==> config.mk <==
export PLATFORM = sky130hd
export DESIGN_NAME = timer8_waveform_control
export DESIGN_NICKNAME = d
export VERILOG_FILES = /design/src/rtl/timer8_pkg.sv /design/src/rtl/timer8_prescaler.sv /design/src/rtl/timer8_wave_out.sv /design/src/rtl/timer8_waveform_control.sv
export SDC_FILE = /design/constraint.sdc
export NUM_CORES = 1
export LEC_CHECK = 0
export ABC_AREA = 1
export BUFFER_PORTS_ARGS = -buffer_cell sky130_fd_sc_hd__buf_2
export CAP_MARGIN = 15
export CORE_MARGIN = 3
export CORE_UTILIZATION = 35
export DETAILED_ROUTE_END_ITERATION = 16
export HOLD_SLACK_MARGIN = 0.02
export MAX_ROUTING_LAYER = met4
export PLACE_DENSITY = 0.55
export SLEW_MARGIN = 10
export SYNTH_ARGS = -nofsm -noshare
export SYNTH_HDL_FRONTEND = slang
export SYNTH_SLANG_ARGS = --single-unit
==> constraint.sdc <==
create_clock -name clk -period 5.55 [get_ports clk]
set_input_delay 0.8325 -clock clk [delete_from_list [all_inputs] [get_ports clk]]
set_output_delay 0.8325 -clock clk [all_outputs]
set_load 0.01 [all_outputs]
==> src/rtl/timer8_pkg.sv <==
// timer8_pkg: register map, field positions, modes and prescale codes
// assumes: shared by the timer top and its two leaf modules
package timer8_pkg;
    // ----------------------------------------
    // register map
    // ----------------------------------------
    localparam logic [2:0] ADDR_CONTROL = 3'h0;
    localparam logic [2:0] ADDR_COUNT = 3'h1;
    localparam logic [2:0] ADDR_COMPARE = 3'h2;
    localparam logic [2:0] ADDR_IRQ_STATUS = 3'h3;
    localparam logic [2:0] ADDR_IRQ_MASK = 3'h4;
    localparam logic [2:0] ADDR_PIN_DIR = 3'h5;
    // ----------------------------------------
    // control fields
    // ----------------------------------------
    localparam int FORCE_BIT = 7;
    localparam int WAVE_LO_BIT = 6;
    localparam int MODE_HI_BIT = 5;
    localparam int MODE_LO_BIT = 4;
    localparam int WAVE_HI_BIT = 3;
    localparam int PRESC_HI_BIT = 2;
    localparam logic [7:0] CONTROL_RESET = 8'h00;
    localparam logic [7:0] COUNT_RESET = 8'h00;
    localparam logic [7:0] COMPARE_RESET = 8'h00;
    localparam logic [7:0] COUNT_MAX = 8'hFF;
    localparam logic [7:0] COUNT_BOTTOM = 8'h00;
    // irq status bits
    localparam int IRQ_OVF_BIT = 0;
    localparam int IRQ_CMP_BIT = 1;
    // ----------------------------------------
    // modes
    // ----------------------------------------
    typedef enum logic [1:0] {
        WAVE_NORMAL = 2'b00,
        WAVE_PHASE_PWM = 2'b01,
        WAVE_CLEAR_ON_MATCH = 2'b10,
        WAVE_FAST_PWM = 2'b11
    } wave_mode_t;
    typedef enum logic [1:0] {
        OUT_OFF = 2'b00,
        OUT_TOGGLE = 2'b01,
        OUT_CLEAR = 2'b10,
        OUT_SET = 2'b11
    } out_mode_t;
    // prescale divide ratios for codes 010..111
    localparam int DIV_8 = 8;
    localparam int DIV_32 = 32;
    localparam int DIV_64 = 64;
    localparam int DIV_128 = 128;
    localparam int DIV_256 = 256;
    localparam int DIV_1024 = 1024;
    localparam int PRESC_WIDTH = 10;
endpackage

==> src/rtl/timer8_prescaler.sv <==
// timer8_prescaler: free-running divider giving one-cycle timer ticks
// assumes: the source clock is clk itself; select comes from a register
`timescale 1ns/10ps
`default_nettype none
module timer8_prescaler (
    input wire logic clk,
    input wire logic rst,
    input wire logic [2:0] sel,
    output logic tick
);
    import timer8_pkg::*;

    logic [PRESC_WIDTH-1:0] div_q;

    always_ff @(posedge clk) begin
        if (rst) begin
            div_q <= '0;
        end else begin
            div_q <= div_q + 1'b1;
        end
    end

    // tick when all low bits of the divider are ones
    function automatic logic hit(input logic [PRESC_WIDTH-1:0] v,
                                 input int n);
        logic [PRESC_WIDTH-1:0] m;
        m = PRESC_WIDTH'(n - 1);
        return (v & m) == m;
    endfunction

    always_comb begin
        unique case (sel) // RQ13
            3'h0: tick = 1'b0;
            3'h1: tick = 1'b1;
            3'h2: tick = hit(div_q, DIV_8);
            3'h3: tick = hit(div_q, DIV_32);
            3'h4: tick = hit(div_q, DIV_64);
            3'h5: tick = hit(div_q, DIV_128);
            3'h6: tick = hit(div_q, DIV_256);
            3'h7: tick = hit(div_q, DIV_1024);
        endcase
    end
endmodule
`default_nettype wire

==> src/rtl/timer8_wave_out.sv <==
// timer8_wave_out: compare output level for all four waveform modes
// assumes: match, top and force strobes are one-cycle pulses from top
`timescale 1ns/10ps
`default_nettype none
module timer8_wave_out (
    input wire logic clk,
    input wire logic rst,
    input wire logic [1:0] wave_mode,
    input wire logic [1:0] out_mode,
    input wire logic match,
    input wire logic at_top,
    input wire logic counting_up,
    input wire logic force_cmp,
    output logic level
);
    import timer8_pkg::*;

    wave_mode_t wm;
    out_mode_t om;
    assign wm = wave_mode_t'(wave_mode);
    assign om = out_mode_t'(out_mode);

    logic level_d;

    always_comb begin
        level_d = level;
        unique case (wm)
            WAVE_NORMAL, WAVE_CLEAR_ON_MATCH: begin
                if (match || force_cmp) begin // RQ1 RQ9
                    unique case (om)
                        OUT_OFF: level_d = level;
                        OUT_TOGGLE: level_d = ~level;
                        OUT_CLEAR: level_d = 1'b0;
                        OUT_SET: level_d = 1'b1;
                    endcase
                end
            end
            WAVE_FAST_PWM: begin
                // top action after match so top wins when both hit
                if (om[1]) begin // RQ10
                    if (match) begin
                        level_d = om[0];
                    end
                    if (at_top) begin
                        level_d = ~om[0];
                    end
                end
            end
            WAVE_PHASE_PWM: begin
                if (om[1] && match) begin // RQ11
                    level_d = counting_up ? om[0] : ~om[0];
                end
                // top arrives here only while compare sits at top
                if (om[1] && at_top) begin // RQ12
                    level_d = ~om[0];
                end
            end
        endcase
    end

    always_ff @(posedge clk) begin
        if (rst) begin
            level <= 1'b0;
        end else begin
            level <= level_d;
        end
    end
endmodule
`default_nettype wire

==> src/rtl/timer8_waveform_control.sv <==
// timer8_waveform_control: 8-bit timer with one compare output
// assumes: single clock, plain register port with one-cycle read data
//
// Function
// RQ1 - forcing compare in non-PWM modes applies the output action at once
// RQ2 - a forced compare raises no interrupt and never clears the counter
// RQ3 - the force bit always reads back as zero
// RQ4 - software writes force bit as zero while a PWM mode is selected
// RQ5 - control bits 6 and 3 select the waveform mode
// RQ6 - each mode sets top, compare update time and overflow point
// RQ7 - any nonzero output mode hands the pin to the compare output
// RQ8 - software must set the pin direction to output for a waveform
// RQ9 - non-PWM: 00 off, 01 toggle, 10 clear, 11 set on match
// RQ10 - fast PWM: 10 clear on match set at top, 11 inverse
// RQ11 - phase PWM: 10 clear up-match, set down-match; 11 inverse
// RQ12 - PWM with compare at top and upper bit set: ignore match, act at top
// RQ13 - prescale select: stop, undivided, or divided by 8 to 1024
// RQ14 - the counter is directly readable and writable
// RQ15 - a counter write suppresses the compare match on the next tick
// RQ16 - compare value is matched continuously for interrupt and waveform
// RQ17 - fast PWM counts bottom to max then restarts at bottom
// RQ18 - phase PWM counts up to max then down, holding max one tick
// RQ19 - normal mode wraps from max to zero and sets the overflow flag
//
// Our own choices: the address-and-strobe port and the address map.
`timescale 1ns/10ps
`default_nettype none
module timer8_waveform_control (
    input wire logic clk,
    input wire logic rst,
    input wire logic [2:0] addr,
    input wire logic [7:0] wdata,
    input wire logic wr_en,
    input wire logic rd_en,
    output logic [7:0] rdata,
    input wire logic port_out,
    output logic pin_out,
    output logic pin_oe,
    output logic irq
);
    import timer8_pkg::*;

    // ----------------------------------------
    // registers
    // ----------------------------------------
    logic [6:0] control_q;
    logic [7:0] count_q;
    logic [7:0] compare_q;
    logic [7:0] compare_buf_q;
    logic [1:0] irq_status_q;
    logic [1:0] irq_mask_q;
    logic pin_dir_q;
    logic count_up_q;
    logic block_match_q;

    wave_mode_t wave_mode;
    logic [1:0] out_mode;
    logic [2:0] presc_sel;
    logic tick;
    logic is_pwm;
    logic [7:0] top_val;
    logic at_top;
    logic at_max;
    logic raw_match;
    logic match_evt;
    logic wave_match;
    logic overflow_evt;
    logic force_cmp;
    logic wave_level;
    logic wr_control;
    logic wr_count;
    logic wr_compare;
    logic rd_status;
    logic wr_mask;
    logic wr_pin_dir;
    logic wave_top;
    logic [7:0] rd_word;

    // ----------------------------------------
    // decode helpers
    // ----------------------------------------
    // one register hit, shared by the write and read decoders
    function automatic logic reg_hit(input logic strobe,
                                     input logic [2:0] a,
                                     input logic [2:0] idx);
        return strobe && (a == idx);
    endfunction

    assign wave_mode = wave_mode_t'({control_q[WAVE_HI_BIT],
                                     control_q[WAVE_LO_BIT]}); // RQ5
    assign out_mode = {control_q[MODE_HI_BIT], control_q[MODE_LO_BIT]};
    assign presc_sel = control_q[PRESC_HI_BIT:0];
    assign is_pwm = (wave_mode == WAVE_FAST_PWM) ||
                    (wave_mode == WAVE_PHASE_PWM);
    assign wr_control = reg_hit(wr_en, addr, ADDR_CONTROL);
    assign wr_count = reg_hit(wr_en, addr, ADDR_COUNT);
    assign wr_compare = reg_hit(wr_en, addr, ADDR_COMPARE);
    assign wr_mask = reg_hit(wr_en, addr, ADDR_IRQ_MASK);
    assign wr_pin_dir = reg_hit(wr_en, addr, ADDR_PIN_DIR);
    assign rd_status = reg_hit(rd_en, addr, ADDR_IRQ_STATUS);
    // force only counts outside PWM; software keeps it low there
    assign force_cmp = wr_control && wdata[FORCE_BIT] && !is_pwm; // RQ1 RQ4

    // ----------------------------------------
    // tick source
    // ----------------------------------------
    // stopping the timer freezes the count, not the divider phase
    timer8_prescaler u_presc (
        .clk(clk),
        .rst(rst),
        .sel(presc_sel),
        .tick(tick)
    );

    // ----------------------------------------
    // top, match and overflow
    // ----------------------------------------
    always_comb begin
        unique case (wave_mode) // RQ6
            WAVE_CLEAR_ON_MATCH: top_val = compare_q;
            default: top_val = COUNT_MAX;
        endcase
    end

    assign at_max = (count_q == COUNT_MAX);
    assign at_top = tick && (count_q == top_val) && !wr_count;
    // continuous comparison, one event per tick of the matching value
    assign raw_match = (count_q == compare_q); // RQ16
    assign match_evt = tick && raw_match && !block_match_q &&
                       !wr_count; // RQ15
    // compare at top with upper mode bit: only the top action applies
    assign wave_match = match_evt &&
                        !(is_pwm && compare_q == COUNT_MAX &&
                          out_mode[1]); // RQ12
    // fast pwm acts at every top; phase pwm only when the ignored
    // match sat at top, so the level still lands on the right side
    assign wave_top = at_top &&
                      (wave_mode != WAVE_PHASE_PWM ||
                       (compare_q == COUNT_MAX && out_mode[1])); // RQ12

    // phase pwm flags bottom, reached from one on the way down
    always_comb begin
        overflow_evt = 1'b0;
        if (tick && !wr_count) begin
            if (wave_mode == WAVE_PHASE_PWM) begin
                overflow_evt = !count_up_q &&
                               (count_q == COUNT_BOTTOM + 8'h01); // RQ6
            end else begin
                overflow_evt = at_max; // RQ19
            end
        end
    end

    // ----------------------------------------
    // counter
    // ----------------------------------------
    always_ff @(posedge clk) begin
        if (rst) begin
            count_q <= COUNT_RESET;
        end else if (wr_count) begin
            count_q <= wdata; // RQ14
        end else if (tick) begin
            unique case (wave_mode)
                WAVE_PHASE_PWM: begin
                    if (count_up_q) begin // RQ18
                        count_q <= at_max ? COUNT_MAX - 8'h01
                                          : count_q + 8'h01;
                    end else begin
                        count_q <= (count_q == COUNT_BOTTOM)
                                   ? COUNT_BOTTOM + 8'h01
                                   : count_q - 8'h01;
                    end
                end
                WAVE_CLEAR_ON_MATCH: begin
                    // only a real match clears; a forced one never does
                    count_q <= (count_q == top_val) ? COUNT_BOTTOM
                                                    : count_q + 8'h01; // RQ2
                end
                default: begin
                    count_q <= count_q + 8'h01; // RQ17 RQ19
                end
            endcase
        end
    end

    // ----------------------------------------
    // count direction
    // ----------------------------------------
    // turns at max and bottom, so each end lasts exactly one tick
    always_ff @(posedge clk) begin
        if (rst) begin
            count_up_q <= 1'b1;
        end else if (tick && wave_mode == WAVE_PHASE_PWM) begin
            if (count_up_q && at_max) begin
                count_up_q <= 1'b0; // RQ18
            end else if (!count_up_q && count_q == COUNT_BOTTOM) begin
                count_up_q <= 1'b1;
            end
        end else if (wave_mode != WAVE_PHASE_PWM) begin
            count_up_q <= 1'b1;
        end
    end

    // ----------------------------------------
    // match blocking
    // ----------------------------------------
    // a write blocks the match on the tick that follows it
    always_ff @(posedge clk) begin
        if (rst) begin
            block_match_q <= 1'b0;
        end else if (wr_count) begin
            block_match_q <= 1'b1; // RQ15
        end else if (tick) begin
            block_match_q <= 1'b0;
        end
    end

    // ----------------------------------------
    // control and compare registers
    // ----------------------------------------
    always_ff @(posedge clk) begin
        if (rst) begin
            control_q <= CONTROL_RESET[6:0];
        end else if (wr_control) begin
            control_q <= wdata[6:0]; // RQ3
        end
    end

    // readback gives the buffered value, not the live compare
    always_ff @(posedge clk) begin
        if (rst) begin
            compare_buf_q <= COMPARE_RESET;
        end else if (wr_compare) begin
            compare_buf_q <= wdata;
        end
    end

    // PWM modes take the new compare only at top, avoiding glitches
    always_ff @(posedge clk) begin
        if (rst) begin
            compare_q <= COMPARE_RESET;
        end else if (!is_pwm) begin
            compare_q <= wr_compare ? wdata : compare_buf_q; // RQ6
        end else if (at_top) begin
            compare_q <= compare_buf_q; // RQ6
        end
    end

    // ----------------------------------------
    // pin direction
    // ----------------------------------------
    // software owns the direction; the timer never drives it
    always_ff @(posedge clk) begin
        if (rst) begin
            pin_dir_q <= 1'b0;
        end else if (wr_pin_dir) begin
            pin_dir_q <= wdata[0];
        end
    end

    // ----------------------------------------
    // interrupts
    // ----------------------------------------
    // mask gates only the line; status bits latch regardless
    always_ff @(posedge clk) begin
        if (rst) begin
            irq_mask_q <= 2'h0;
        end else if (wr_mask) begin
            irq_mask_q <= wdata[1:0];
        end
    end

    // set wins over the read-clear; forced compare never sets a bit
    always_ff @(posedge clk) begin
        if (rst) begin
            irq_status_q <= 2'h0;
        end else begin
            irq_status_q[IRQ_OVF_BIT] <= overflow_evt ||
                (irq_status_q[IRQ_OVF_BIT] && !rd_status);
            irq_status_q[IRQ_CMP_BIT] <= match_evt ||
                (irq_status_q[IRQ_CMP_BIT] && !rd_status); // RQ2 RQ16
        end
    end

    // a cycle behind status, but the line is a clean flop
    always_ff @(posedge clk) begin
        if (rst) begin
            irq <= 1'b0;
        end else begin
            irq <= |(irq_status_q & irq_mask_q);
        end
    end

    // ----------------------------------------
    // waveform and pin
    // ----------------------------------------
    timer8_wave_out u_wave (
        .clk(clk),
        .rst(rst),
        .wave_mode(wave_mode),
        .out_mode(out_mode),
        .match(wave_match),
        .at_top(wave_top),
        .counting_up(count_up_q),
        .force_cmp(force_cmp),
        .level(wave_level)
    );

    // pin follows one cycle behind the wave level
    // port data passes through while the output mode is off
    always_ff @(posedge clk) begin
        if (rst) begin
            pin_out <= 1'b0;
            pin_oe <= 1'b0;
        end else begin
            pin_out <= (|out_mode) ? wave_level : port_out; // RQ7
            pin_oe <= pin_dir_q; // RQ8
        end
    end

    // ----------------------------------------
    // read port
    // ----------------------------------------
    always_comb begin
        unique case (addr)
            ADDR_CONTROL: rd_word = {1'b0, control_q}; // RQ3
            ADDR_COUNT: rd_word = count_q; // RQ14
            ADDR_COMPARE: rd_word = compare_buf_q;
            ADDR_IRQ_STATUS: rd_word = {6'h00, irq_status_q};
            ADDR_IRQ_MASK: rd_word = {6'h00, irq_mask_q};
            ADDR_PIN_DIR: rd_word = {7'h00, pin_dir_q};
            default: rd_word = 8'h00;
        endcase
    end

    // the answer stands one cycle only and reads zero otherwise
    always_ff @(posedge clk) begin
        if (rst) begin
            rdata <= 8'h00;
        end else begin
            rdata <= rd_en ? rd_word : 8'h00;
        end
    end
endmodule
`default_nettype wire

==> summary.txt <==
status = complete, no violations
DRC violations left = 0
H-tree depth = 3
WS Path Type = flop to flop
Placed Cells = 652
Core ar. = 0.009415 mm²
Fin Setup TNS = 0 ns
final net count = 561
PD cells = 250.7 mW/mm²
initial cell density of the core = 36.77%
cts hold-fix bufs = 0
vias = 3440
largest net degree at the start of global routing = 37
RSZ-0062 raised after global routing = false
Initial DRC Count = 399
CP dominant cell by count = nand2_1
Mapped Cells = 511
Yosys warnings = 0
Worst Path Max Fanout = 19
Slew headroom = 54.39%
Synth cell types = 36
Netlist Area Pre-Place = 0.003462 mm²
crit path buf inv count = 2
Total Routing Usage GR = 19.35%
Clk pwr share = 42.2%
Flop pwr share = 46.9%
TritonCTS clock tree = yes
f_max = 0.4193 GHz
post-route ant nets = 0
num rows = 35
startpoint types = flop
Clock Skew = 0.006408 ns
Slew @ Worst Pin = 0.6842 ns
Sw Pwr = 262.9 µW
DRT Pass-1 Iters = 6
CP peak stage delay = 0.46 ns
max cap viols = 0
initial antenna violation count = 0
I/O Pins = 27
Sw Share = 27.12%
IO buf count = 26
setup bufs post-CTS = 0
Hold Crit Class = flop to flop
vias in the first global route = 3249
Crit path required time = 5.83 ns
Pint = 706.6 µW
Avg Cell Area, Syn = 6.775 µm²
Root Buffer = clkbuf_8
Comb power frac = 10.8%
Synth Register Bits = 60
Final Hold Vio Count = 0
Inserted Clock Buffers = 9
critical path endpoint category = flop
routability cong. = 0.8910
die span in x = 105.5 µm
Clk Latency, worst-skew pair = 0.34 ns
ant diodes = 0
Final Max Tran Viols = 0
post_cts resized = 0
fin crit share = 42.97%
total wire length = 10210 µm
drt wl/cell = 15.28 µm
Placement Setup Slack = 2.993 ns
PnR worst setup slack = 3.165 ns
final worst path period need = 2.385 ns
Clk pin slew, worst setup/hold paths = 0.07 ns
GRT overflow = 0
final std cells w/o fill = 668
first-pass GRT wire length = 16630 µm
vias per std cell = 5.150
P_leak = 0.001723 µW
slowest stage cell, crit path = clkinv_1
register area share after synthesis = 34.69%
Area Growth Syn to Fin = 11.71%
Arr. time, crit path = 2.66 ns
clock buffer depth = 2
clk sink count = 60
Die Y = 105.5 µm
layout cells sized above 1 = 13.17%
DP HPWL = 7663 µm
worst-path cell chain = inv_1 > ha_1 > nor2_1 > clkinv_1 > nand4_1 > nand4_1 > nand2_1 > nand2_1 > nand2_1 > nand2_1 > nand2_1 > nand2_1 > nor2_1
die area = 0.01112 mm²
crit-path leading delay family = simple AND/OR/NAND/NOR gates
final setup fails = 0
post-synth net total = 538
VDD IR-drop max = 0.1222 mV
-- synthesized netlist by cell type, drive strengths merged --
cell / n / area, µm²
dfxtp: 60 / 1201
a41oi: 1 / 8.760
clkbuf: 7 / 26.28
inv: 72 / 272.8
a211oi: 2 / 15.01
a21oi: 37 / 185.2
o21ai: 44 / 220.2
o221ai: 2 / 17.52
nor3: 8 / 40.04
nand2: 121 / 486.7
or2: 1 / 6.260
o22ai: 5 / 31.28
nand3b: 1 / 7.510
nor4: 1 / 6.260
ha: 11 / 137.6
buf: 7 / 62.56
o21bai: 1 / 7.510
nand4: 6 / 37.54
a31oi: 12 / 75.07
nor2: 60 / 271.5
xor2: 13 / 113.9
clkinv: 1 / 3.750
o211ai: 7 / 57.55
nand3: 28 / 140.1
mux2i: 3 / 30.03
-- sequential cells by signal, indices dropped and copies added, names as in the netlist --
register	count
pin_oe	1
pin_dir_q	1
compare_buf_q	8
count_q	8
u_wave.level	1
u_presc.div_q	10
block_match_q	1
count_up_q	1
compare_q	8
rdata	8
control_q	7
irq_status_q	2
pin_out	1
irq_mask_q	2
irq	1
-- cell type report --
class                   instances  area [µm²]
fillers                      1023        5548
inverters                      73       276.5
flip-flops and latches         60        1201
well taps                     129       161.4
clock buffers                  12       155.1
clock inverters                 4       47.55
repair buffers                 26       130.1
multi-input cells             364        1896
-- power by group through the flow --
stage               sequential, µW  combinational [µW]  clock [µW]
floorplan                      460                74.5           0
detailed placement             464                 104           0
global placement               464                 104           0
CTS                            454                 104         418
finish                         455                 105         410
global route                   456                 119         437
-- metal layers --
| metal | vias up | global-route usage [%] | share of wire [%] |
|---|---|---|---|
| li1 | 1716 | - | - |
| met1 | 1558 | 26.12 | 46 |
| met2 | 141 | 29.37 | 44 |
| met3 | 25 | 3.307 | 7.3 |
| met4 | 0 | 6.467 | 2.8 |
| met5 | - | - | 0 |
-- metrics by stage --
step | instance area, µm² | util (%) | hold WS [ns] | power, µW
3_3_place_gp | 3665 | 38.92 | 0.4305 | 568.1
4_1_cts | 3867 | 41.08 | 0.4571 | 976.2
2_1_floorplan | 3462 | - | 0.4179 | 534.0
6_report | 3867 | 41.08 | 0.4516 | 969.4
3_5_place_dp | 3665 | 38.92 | 0.4426 | 568.0
5_1_grt | 3867 | 41.08 | 0.4800 | 1012
-- layout by cell type, fill, tap and decap left out, drive strengths merged, types with 2 or more instances in the layout --
cell / Yosys / routed
mux2i: 3 / 3
clkbuf: 7 / 12
clkinv: 1 / 3
o221ai: 2 / 2
a31oi: 12 / 12
nor3: 8 / 8
nand4: 6 / 6
o21ai: 44 / 44
a211oi: 2 / 2
o22ai: 5 / 5
nand2: 121 / 121
nand3: 28 / 28
dfxtp: 60 / 60
xor2: 13 / 13
o211ai: 7 / 7
buf: 7 / 26
inv: 72 / 72
ha: 11 / 11
a21oi: 37 / 37
nor2: 60 / 60
-- kinds of logic after synthesis --
group                    after synthesis  share of synthesized area [%]
AND/OR/NAND/NOR                      226                          28.77
multiplexers                           3                         0.8674
buffers and inverters                 87                          10.55
flip-flops                            60                          34.69
AO/OA/AOI/OAI                        111                          17.85
XOR/XNOR                              13                          3.289
adder cells (fa/ha/maj)               11                          3.975
-- final timing paths --
| check | startpoint | end | slack (ns) | depth (start not counted) |
|---|---|---|---|---|
| worst max register to register | control_q[3] | u_wave.level | 3.17 | 13 |
| worst min register to register | u_presc.div_q[0] | u_presc.div_q[0] | 0.45 | 1 |
| worst max-delay path | control_q[3] | u_wave.level | 3.17 | 13 |
| worst min-delay path | u_presc.div_q[0] | u_presc.div_q[0] | 0.45 | 1 |
Power figures use the tool's default switching activity.
